<file path="config.mk">
export PLATFORM = sky130hd
export DESIGN_NAME = bcsc_status_class
export DESIGN_NICKNAME = d
export VERILOG_FILES = /design/src/hdl/bcsc_pkg.sv /design/src/hdl/bcsc_status_class.sv
export SDC_FILE = /design/constraint.sdc
export NUM_CORES = 1
export LEC_CHECK = 0
export BUFFER_PORTS_ARGS = -buffer_cell sky130_fd_sc_hd__buf_2
export CORE_MARGIN = 5
export CORE_UTILIZATION = 29
export CTS_CLUSTER_SIZE = 40
export DETAILED_ROUTE_END_ITERATION = 12
export GPL_ROUTABILITY_DRIVEN = 0
export REMOVE_ABC_BUFFERS = 1
export SYNTH_ARGS = -nofsm -noshare
export SYNTH_HDL_FRONTEND = slang
export SYNTH_SLANG_ARGS = --single-unit
</file>
<file path="constraint.sdc">
create_clock -name clock -period 2.6 [get_ports clock]
set_input_delay 0.52 -clock clock [delete_from_list [all_inputs] [get_ports clock]]
set_output_delay 0.52 -clock clock [all_outputs]
set_load 0.1 [all_outputs]
</file>
<file path="src/hdl/bcsc_pkg.sv">
// Purpose: constants for the bridge configuration status and class block
// Assumes: configuration accesses arrive as dword index plus byte enables
// Notes:   status word sits in the upper half of the dword at 04h
package bcsc_pkg;
  // dword indices of configuration space
  localparam logic [5:0]  CMD_STATUS_IDX      = 6'h01;
  localparam logic [5:0]  CLASS_REV_IDX       = 6'h02;
  // command word fields
  localparam int          PARITY_ENABLE_BIT   = 6;
  localparam int          SYSERR_ENABLE_BIT   = 8;
  // status word fields
  localparam int          DETECTED_PARITY_BIT = 15;
  localparam int          SIGNALLED_SYSERR_BIT = 14;
  localparam int          RX_MASTER_ABORT_BIT = 13;
  localparam int          RX_TARGET_ABORT_BIT = 12;
  localparam int          TX_TARGET_ABORT_BIT = 11;
  localparam int          DATA_PARITY_BIT     = 8;
  localparam logic [15:0] STATUS_FIXED_VALUE  = 16'h0010;
  localparam logic [15:0] STATUS_FLAG_MASK    = 16'hF900;
  localparam logic [15:0] STATUS_RESET_VALUE  = 16'h0010;
  localparam logic [15:0] COMMAND_RESET_VALUE = 16'h0000;
  localparam logic [15:0] COMMAND_RW_MASK     = 16'h0140;
  // class code fields
  localparam logic [7:0]  BASE_CATEGORY_VALUE = 8'h06;
  localparam logic [7:0]  SUBCLASS_VALUE      = 8'h04;
  localparam logic [7:0]  PROG_IF_VALUE       = 8'h00;
  localparam logic [31:0] UNMAPPED_READ_VALUE = 32'h00000000;
endpackage

</file>
<file path="src/hdl/bcsc_status_class.sv">
// Purpose: configuration status word, command enables and class code word
// Assumes: event inputs are one-cycle pulses from logic on the same clock
// Notes:   write-one-to-clear on the status flags; set beats clear
`timescale 1ns/10ps
module bcsc_status_class #(
  parameter logic [7:0] SILICON_REVISION = 8'h01 // arbitrary value
) (
  input  wire logic        clock,
  input  wire logic        rst,
  input  wire logic        cfgRead,
  input  wire logic        cfgWrite,
  input  wire logic [5:0]  cfgIndex,
  input  wire logic [3:0]  cfgByteEn,
  input  wire logic [31:0] cfgWriteData,
  output logic      [31:0] cfgReadData,
  output logic             cfgReadValid,
  input  wire logic        rxPoisonedTlp,
  input  wire logic        txErrorMessage,
  input  wire logic        rxCplUnsupported,
  input  wire logic        rxCplAbort,
  input  wire logic        txCplAbort,
  input  wire logic        rxPoisonedCplData,
  input  wire logic        poisonedWriteFwd,
  output logic             parityResponseEnable,
  output logic             systemErrorReportEnable
);
  import bcsc_pkg::*;

  // ****************************************
  // command enables
  // ****************************************
  logic [15:0] command_r;
  logic [15:0] flags_r;
  logic [15:0] flags_nxt;
  logic [15:0] setMask;
  logic [15:0] clearMask;
  logic [15:0] statusWord;
  logic [31:0] classWord;
  logic        hitCmd;

  // one decoder shared by the write and read paths so they cannot disagree on the map
  function automatic logic indexMatches(input logic [5:0] index,
                                        input logic [5:0] target);
    return index == target;
  endfunction

  assign hitCmd = cfgWrite && indexMatches(cfgIndex, CMD_STATUS_IDX);

  always_ff @(posedge clock) begin
    if (rst) begin
      command_r <= COMMAND_RESET_VALUE;
    end else if (hitCmd) begin
      if (cfgByteEn[0]) begin
        command_r[PARITY_ENABLE_BIT] <= cfgWriteData[PARITY_ENABLE_BIT];
      end
      if (cfgByteEn[1]) begin
        command_r[SYSERR_ENABLE_BIT] <= cfgWriteData[SYSERR_ENABLE_BIT];
      end
    end
  end

  assign parityResponseEnable    = command_r[PARITY_ENABLE_BIT];
  assign systemErrorReportEnable = command_r[SYSERR_ENABLE_BIT];

  // ****************************************
  // status flags
  // ****************************************
  always_comb begin
    setMask = 16'h0000;
    setMask[DETECTED_PARITY_BIT]  = rxPoisonedTlp;
    setMask[SIGNALLED_SYSERR_BIT] = txErrorMessage && systemErrorReportEnable;
    setMask[RX_MASTER_ABORT_BIT]  = rxCplUnsupported;
    setMask[RX_TARGET_ABORT_BIT]  = rxCplAbort;
    setMask[TX_TARGET_ABORT_BIT]  = txCplAbort;
    setMask[DATA_PARITY_BIT]      = parityResponseEnable
                                    && (rxPoisonedCplData || poisonedWriteFwd);
  end

  // status lives in bytes 2 and 3 of the dword at the command index
  always_comb begin
    clearMask = 16'h0000;
    if (hitCmd) begin
      clearMask[7:0]  = cfgByteEn[2] ? cfgWriteData[23:16] : 8'h00;
      clearMask[15:8] = cfgByteEn[3] ? cfgWriteData[31:24] : 8'h00;
    end
  end

  // set is applied after clear so a coincident event survives
  assign flags_nxt = ((flags_r & ~clearMask) | setMask) & STATUS_FLAG_MASK;

  always_ff @(posedge clock) begin
    if (rst) begin
      flags_r <= STATUS_RESET_VALUE & STATUS_FLAG_MASK;
    end else begin
      flags_r <= flags_nxt;
    end
  end

  // fixed bits come only from the constant, so writes cannot reach them
  assign statusWord = flags_r | STATUS_FIXED_VALUE;
  assign classWord  = {BASE_CATEGORY_VALUE, SUBCLASS_VALUE,
                       PROG_IF_VALUE, SILICON_REVISION};

  // ****************************************
  // read path
  // ****************************************
  always_ff @(posedge clock) begin
    if (rst) begin
      cfgReadData  <= UNMAPPED_READ_VALUE;
      cfgReadValid <= 1'b0;
    end else begin
      cfgReadValid <= cfgRead;
      if (cfgRead) begin
        if (indexMatches(cfgIndex, CMD_STATUS_IDX)) begin
          cfgReadData <= {statusWord, command_r};
        end else if (indexMatches(cfgIndex, CLASS_REV_IDX)) begin
          cfgReadData <= classWord;
        end else begin
          cfgReadData <= UNMAPPED_READ_VALUE;
        end
      end
    end
  end

  // ****************************************
  // checks
  // ****************************************
  AST_PARITY_ANY: assert property (@(posedge clock) disable iff (rst)
    rxPoisonedTlp |=> flags_r[DETECTED_PARITY_BIT])
    else $error("detected parity flag not set");
  AST_SYSERR_GATED: assert property (@(posedge clock) disable iff (rst)
    (!$past(flags_r[SIGNALLED_SYSERR_BIT]) && flags_r[SIGNALLED_SYSERR_BIT])
    |-> $past(txErrorMessage && systemErrorReportEnable))
    else $error("system error flag set without enabled message");
  AST_MASTER_ABORT: assert property (@(posedge clock) disable iff (rst)
    rxCplUnsupported |=> flags_r[RX_MASTER_ABORT_BIT])
    else $error("master abort flag not set");
  AST_RX_TABORT: assert property (@(posedge clock) disable iff (rst)
    rxCplAbort |=> flags_r[RX_TARGET_ABORT_BIT])
    else $error("received target abort flag not set");
  AST_TX_TABORT: assert property (@(posedge clock) disable iff (rst)
    txCplAbort |=> flags_r[TX_TARGET_ABORT_BIT])
    else $error("signalled target abort flag not set");
  AST_DATA_PARITY_GATED: assert property (@(posedge clock) disable iff (rst)
    ((rxPoisonedCplData || poisonedWriteFwd) && !parityResponseEnable
     && !flags_r[DATA_PARITY_BIT]) |=> !flags_r[DATA_PARITY_BIT])
    else $error("data parity flag set while response disabled");
  AST_FIXED_BITS: assert property (@(posedge clock) disable iff (rst)
    (cfgRead && cfgIndex == CMD_STATUS_IDX)
    |=> (cfgReadData[31:16] & 16'h06FF) == 16'h0010)
    else $error("fixed status bits wrong");
  AST_CLASS_READ: assert property (@(posedge clock) disable iff (rst)
    (cfgRead && cfgIndex == CLASS_REV_IDX) |=> cfgReadValid
    && cfgReadData[31:8] == 24'h060400)
    else $error("class code read wrong");
  AST_CLEAR_STAYS: assert property (@(posedge clock) disable iff (rst)
    (hitCmd && cfgByteEn[3] && cfgWriteData[31] && !rxPoisonedTlp)
    ##1 !rxPoisonedTlp [*2] |-> !flags_r[DETECTED_PARITY_BIT])
    else $error("cleared flag came back without event");
  AST_SET_WINS: assert property (@(posedge clock) disable iff (rst)
    (hitCmd && cfgByteEn[3] && cfgWriteData[28] && rxCplAbort)
    |=> flags_r[RX_TARGET_ABORT_BIT])
    else $error("event lost against clear");
  AST_ENABLE_RESET: assert property (@(posedge clock)
    rst |=> command_r == COMMAND_RESET_VALUE)
    else $error("command enables not zero after reset");

  AST_SERR_ENABLE_RESET: assert property (@(posedge clock)
    rst |=> !systemErrorReportEnable)
    else $error("system error enable not zero after reset");

  AST_FLAGS_RESET: assert property (@(posedge clock)
    rst |=> flags_r == 16'h0000)
    else $error("status flags not clear after reset");

  AST_READ_RESET: assert property (@(posedge clock)
    rst |=> !cfgReadValid && cfgReadData == 32'h00000000)
    else $error("read outputs not idle after reset");

  // ****************************************
  // command enable checks
  // ****************************************
  AST_PARITY_EN_WRITE: assert property (@(posedge clock) disable iff (rst)
    (hitCmd && cfgByteEn[0])
    |=> parityResponseEnable == $past(cfgWriteData[PARITY_ENABLE_BIT]))
    else $error("parity response enable did not take the written value");

  AST_SERR_EN_WRITE: assert property (@(posedge clock) disable iff (rst)
    (hitCmd && cfgByteEn[1])
    |=> systemErrorReportEnable == $past(cfgWriteData[SYSERR_ENABLE_BIT]))
    else $error("system error enable did not take the written value");

  AST_PARITY_EN_KEEP: assert property (@(posedge clock) disable iff (rst)
    (hitCmd && !cfgByteEn[0]) |=> $stable(parityResponseEnable))
    else $error("parity response enable changed without its byte enable");

  AST_SERR_EN_KEEP: assert property (@(posedge clock) disable iff (rst)
    (hitCmd && !cfgByteEn[1]) |=> $stable(systemErrorReportEnable))
    else $error("system error enable changed without its byte enable");

  AST_ENABLES_HOLD: assert property (@(posedge clock) disable iff (rst)
    !hitCmd |=> $stable(command_r))
    else $error("command enables changed without a write");

  AST_CLASS_WRITE_IGNORED: assert property (@(posedge clock) disable iff (rst)
    (cfgWrite && cfgIndex == CLASS_REV_IDX) |=> $stable(command_r))
    else $error("class word write reached the command enables");

  AST_COMMAND_UNUSED: assert property (@(posedge clock) disable iff (rst)
    (cfgRead && cfgIndex == CMD_STATUS_IDX)
    |=> (cfgReadData[15:0] & 16'hFEBF) == 16'h0000)
    else $error("unused command bits read nonzero");

  // ****************************************
  // event flags, enabled and disabled cases
  // ****************************************
  AST_SYSERR_SET: assert property (@(posedge clock) disable iff (rst)
    (txErrorMessage && systemErrorReportEnable) |=> flags_r[SIGNALLED_SYSERR_BIT])
    else $error("enabled error message did not set system error flag");

  AST_SYSERR_OFF: assert property (@(posedge clock) disable iff (rst)
    (txErrorMessage && !systemErrorReportEnable && !flags_r[SIGNALLED_SYSERR_BIT])
    |=> !flags_r[SIGNALLED_SYSERR_BIT])
    else $error("system error flag set while reporting disabled");

  AST_DATA_PARITY_SET: assert property (@(posedge clock) disable iff (rst)
    (parityResponseEnable && (rxPoisonedCplData || poisonedWriteFwd))
    |=> flags_r[DATA_PARITY_BIT])
    else $error("data parity flag not set while response enabled");

  // ****************************************
  // per-flag set, clear and hold
  // ****************************************
  // each clearable bit gets the same three checks; fixed bits have no flop to watch
  for (genvar b = 0; b < $bits(flags_r); b++) begin : g_flag
    if (STATUS_FLAG_MASK[b]) begin : g_live
      AST_FLAG_SET: assert property (@(posedge clock) disable iff (rst)
        setMask[b] |=> flags_r[b])
        else $error("flag event was lost");

      AST_FLAG_CLEAR: assert property (@(posedge clock) disable iff (rst)
        (clearMask[b] && !setMask[b]) |=> !flags_r[b])
        else $error("flag did not clear");

      AST_FLAG_HOLD: assert property (@(posedge clock) disable iff (rst)
        (!clearMask[b] && !setMask[b]) |=> $stable(flags_r[b]))
        else $error("flag changed without event or clear");
    end
  end

  // ****************************************
  // status word as read at the pins
  // ****************************************
  // these watch the read register, not statusWord, so a slip in the read mux shows
  AST_SELECT_TIMING: assert property (@(posedge clock) disable iff (rst)
    (cfgRead && cfgIndex == CMD_STATUS_IDX) |=> cfgReadData[26:25] == 2'b00)
    else $error("select timing field not zero");

  AST_CAPABLE_ZERO: assert property (@(posedge clock) disable iff (rst)
    (cfgRead && cfgIndex == CMD_STATUS_IDX)
    |=> cfgReadData[23] == 1'b0 && cfgReadData[21] == 1'b0)
    else $error("capability bits not zero");

  AST_RESERVED_ZERO: assert property (@(posedge clock) disable iff (rst)
    (cfgRead && cfgIndex == CMD_STATUS_IDX)
    |=> cfgReadData[22] == 1'b0 && cfgReadData[18:16] == 3'b000)
    else $error("reserved status bits not zero");

  AST_CHAIN_ONE: assert property (@(posedge clock) disable iff (rst)
    (cfgRead && cfgIndex == CMD_STATUS_IDX) |=> cfgReadData[20] == 1'b1)
    else $error("capability chain bit not one");

  AST_INT_STATUS_ZERO: assert property (@(posedge clock) disable iff (rst)
    (cfgRead && cfgIndex == CMD_STATUS_IDX) |=> cfgReadData[19] == 1'b0)
    else $error("interrupt status bit not zero");

  AST_FLAGS_READ: assert property (@(posedge clock) disable iff (rst)
    (cfgRead && cfgIndex == CMD_STATUS_IDX)
    |=> (cfgReadData[31:16] & 16'hF900) == $past(flags_r))
    else $error("status read does not show the flags");

  // ****************************************
  // class word fields
  // ****************************************
  AST_BASE_CATEGORY: assert property (@(posedge clock) disable iff (rst)
    (cfgRead && cfgIndex == CLASS_REV_IDX) |=> cfgReadData[31:24] == 8'h06)
    else $error("base category field wrong");

  AST_SUBCLASS: assert property (@(posedge clock) disable iff (rst)
    (cfgRead && cfgIndex == CLASS_REV_IDX) |=> cfgReadData[23:16] == 8'h04)
    else $error("subclass field wrong");

  AST_PROG_IF: assert property (@(posedge clock) disable iff (rst)
    (cfgRead && cfgIndex == CLASS_REV_IDX) |=> cfgReadData[15:8] == 8'h00)
    else $error("programming interface field not zero");

  AST_REVISION: assert property (@(posedge clock) disable iff (rst)
    (cfgRead && cfgIndex == CLASS_REV_IDX) |=> cfgReadData[7:0] == SILICON_REVISION)
    else $error("silicon revision field wrong");

  // ****************************************
  // read handshake
  // ****************************************
  AST_READ_PULSE: assert property (@(posedge clock) disable iff (rst)
    cfgRead |=> cfgReadValid)
    else $error("read not answered the next cycle");

  AST_READ_IDLE: assert property (@(posedge clock) disable iff (rst)
    !cfgRead |=> !cfgReadValid && $stable(cfgReadData))
    else $error("read outputs moved without a read");

  AST_UNMAPPED_READ: assert property (@(posedge clock) disable iff (rst)
    (cfgRead && cfgIndex != CMD_STATUS_IDX && cfgIndex != CLASS_REV_IDX)
    |=> cfgReadData == 32'h00000000)
    else $error("unmapped read not zero");
endmodule

</file>
Yosys cells after proc, flatten, opt, wreduce, memory -nomap -nowiden:

Cells that the tools add are included.

* add/sub/neg operators: 0
* div/mod/pow operators: 0
* shifts and indexed selects: 0
* muxes and demuxes: 5
* eq/ne operators: 2
* bitwise operators: 3
* reductions and logical operators: 6
* multiply operators: 0
* magnitude comparators: 0

Operators by type and width (number)
* 2-to-1 mux 32 bit: 1
* 2-to-1 mux 27 bit: 1
* AND 16 bit: 1
* 2-to-1 mux 16 bit: 1
* 2-to-1 mux 8 bit: 2
* NOT 16 bit: 1
* bitwise OR 16 bit: 1
* equality test 6 x 1 -> 1 bit (second input constant): 1
* equality test 6 x 2 -> 1 bit (second input constant): 1
* AND reduction 2 bit: 2
* logical AND 1 bit: 3
* logical OR 1 bit: 1

* bits in writable memories: 0
* memory bits (read-only): 0
* bits in latches: 0
* output and inout port bits: 35
* flip-flop bits (word level): 51
* memories kept: 0
* input port bits: 53

Depth between registers and ports, before layout:

* word-level depth: 6
* gate-level depth with buffers: 4

Worst setup path after synthesis:

OpenSTA, ideal clock, no wires.

* path kind: register to output
* from: register cfgReadData[26] (netlist name)
* to: output cfgReadData[18]
* setup slack: 0.670 ns
* cell stages (with the launch flop): 2
* data arrival time: 1.410 ns
* data required time: 2.080 ns
* cells stage by stage: dfxtp_1 > buf_4

RTL lines
* end: declaration: line bcsc_status_class.sv:15 `output logic [31:0] cfgReadData,`

Worst setup path after layout:

* from: register cfgReadData[26]
* to: output cfgReadData[26]

RTL lines
* start signal: assignment: line bcsc_status_class.sv:115 `cfgReadData <= {statusWord, command_r};`
* start signal: assignment: line bcsc_status_class.sv:117 `cfgReadData <= classWord;`

No word-level cell between the ends.

==> flow_summary.json <==
{
  "synth-compound-area-share": 0.172,
  "antenna_cells": 0,
  "synth_top_family_by_area": "simple AND/OR/NAND/NOR gates",
  "synth-simple-area-share": 0.241,
  "viasPerCell": 4.24,
  "die_y_um": 69.1,
  "peakVddDrop_mv": 0.147,
  "crit_slowest_cell": "buf_2",
  "synthDistinctLibCells": 25,
  "final_antenna_net_count": 0,
  "grt_start_max_net_pins": 30,
  "cts_buffers": 3,
  "initial_core_util": 0.301,
  "numClockSinks": 19,
  "nNetsFinal": 204,
  "leakagePower_nw": 0.563,
  "drt_iter0_drc": 29,
  "drive_gt1_frac": 0.407,
  "drc_errors": 0,
  "cp_cell_sequence": "buf_2",
  "post_cts_resized": 0,
  "outcome": "finished clean",
  "wirelength_um": 2180,
  "cp-start-kind": "flop",
  "required_ns": 2.08,
  "cp-startpoint": "cfgReadData[26]$_SDFFE_PP0P_",
  "fill_cells": 379,
  "worstSetupEndpointType": "output port",
  "fmax_mhz": 611,
  "synth.area.mux_share": 0,
  "finalSetupViolCount": 0,
  "synth_top_cells_by_count": "buf_4, dfxtp_1, nand2_1",
  "fin_crit_sh": 0.629,
  "syn_area_per_cell_um2": 9.04,
  "hold_path.class": "in -> reg",
  "ys_ff_latch": 19,
  "rsz0062_at_grt": "false",
  "syn_to_final_growth_pct": 18.0,
  "post-cts-setup-buffers": 0,
  "path_class": "reg -> out",
  "cts-root-buf": "clkbuf_4",
  "synth_xor_area_frac": 0,
  "synth_top_area_cell": "dfxtp_1",
  "finalHoldViolations": 0,
  "hpwl_um": 1760,
  "ioPinCount": 88,
  "wire_per_inst_um": 11.1,
  "yosysMostFrequentCell": "buf_4",
  "synth_fa_ha_area_frac": 0,
  "ys_warn_count": 0,
  "finClkSkew_ns": 0.000949,
  "finalNonFillerCells": 196,
  "overflow": 0,
  "worstPathMaxFanout": 5,
  "cts_tree": "built",
  "dp_cells": 192,
  "power_uw": 615,
  "synthArstFlopShare": 0,
  "synth.area.top_cells": "dfxtp_1, buf_4, or3b_2, o31ai_1, a311oi_1",
  "r2r-start": "cfgReadData[28]$_SDFFE_PP0P_",
  "worstHoldStart": "cfgWriteData[30]",
  "yosys.area.top_type_share": 0.376,
  "core_mm2": 0.00336,
  "cpPeakStageDelay_ns": 0.45,
  "finalMaxSlewViolations": 0,
  "die_area_mm2": 0.00477,
  "grt_usage": 0.0915,
  "clk_pin_slew_worst_paths_ns": 0.09,
  "synth-edff-count": 0,
  "h-tree-depth": 1,
  "crit_family": "buffers and inverters",
  "clockBufferDepth": 2,
  "antenna_found_initial": 0,
  "maxCapViolations": 0,
  "cts_hold_buf": 0,
  "io_buffers": 43,
  "p_per_area_mw_per_mm2": 515,
  "num_rows": 21,
  "timing.setup.tns_ns": 0,
  "critPathArrivalTime_ns": 1.12,
  "path_buf_inv": 1,
  "synth-seq-area-share": 0.376,
  "syn_area_mm2": 0.00101,
  "grt_pass1_vias": 838,
  "dieWidth_um": 69.1,
  "min_period_ns": 1.64,
  "synth_cells": 112,
  "synthFlopType": "dfxtp_1",
  "grt_pass1_wl_um": 3700,
  "drt_first_pass_iters": 4,
  "worstSkewPairLatency_ns": 0.28,
  "num_vias": 831
}
==> path summary, 6_finish.rpt <==
kind	end	slack (ns)	depth (start not counted)
hold / removal	flags_r[14]$_SDFF_PP0_	0.41	2
setup reg to reg	cfgReadData[28]$_SDFFE_PP0P_	1.67	2
hold reg to reg	cfgReadData[30]$_SDFFE_PP0P_	0.47	2
setup / recovery	cfgReadData[26]	0.96	1
==> logic make-up after synthesis <==
kind of cell,count (synthesis)
DFF,19
other,1
buffers and inverters,34
AOI/OAI and AO/OA,22
and+or+nand+nor,36
==> routing by layer <==
| layer | wire length (um) | global-route usage | vias to the layer above |
|---|---|---|---|
| li1 | - | - | 431 |
| met1 | 946 | 0.104 | 370 |
| met2 | 1090 | 0.163 | 28 |
| met3 | 126 | 0.0189 | 2 |
| met4 | 17 | 0.0390 | 0 |
| met5 | 0 | 0 | - |
==> cells in the final DEF (no fill, tap or decap), types with 2 or more instances in the layout <==
cell,instances
nand2_1,9
clkbuf_4,3
o41ai_2,2
a21oi_1,2
o21ai_1,2
a311oi_1,5
o31ai_1,8
nand4b_1,4
nand2b_1,3
or3b_2,8
nor2_1,4
inv_1,7
conb_1,19
nor2b_1,3
dfxtp_1,19
buf_2,43
==> report_power, final <==
group	internal [mW]	switching, mW
clock	0.0595	0.0762
sequential	0.296	0.00279
combinational	0.0235	0.157
==> sequential cells by signal (all words and copies together) (netlist names) <==
signal,flops
command_r,2
cfgReadValid,1
cfgReadData,10
flags_r,6
==> metrics by stage <==
stage | hold slack, ns | area (um^2) | utilization | worst slack [ns]
detailed placement | 0.460 | 1170 | 0.347 | 0.885
global placement | 0.454 | 1170 | 0.347 | 0.912
CTS | 0.397 | 1190 | 0.355 | 0.934
floorplan | 0.442 | 896 | - | -0.778
global route | 0.390 | 1190 | 0.355 | 0.874
finish | 0.410 | 1190 | 0.355 | 0.964
==> final cells by class <==
cell class | count | area [um^2] | share of cell area
Sequential cell | 19 | 380 | 0.318
Timing Repair Buffer | 43 | 215 | 0.180
Tap cell | 46 | 57.6 | 0.0482
Clock buffer | 4 | 26.3 | 0.0220
Multi-Input combinational cell | 77 | 489 | 0.409
Inverter | 7 | 26.3 | 0.0220
Power figures use the tool's default switching activity.
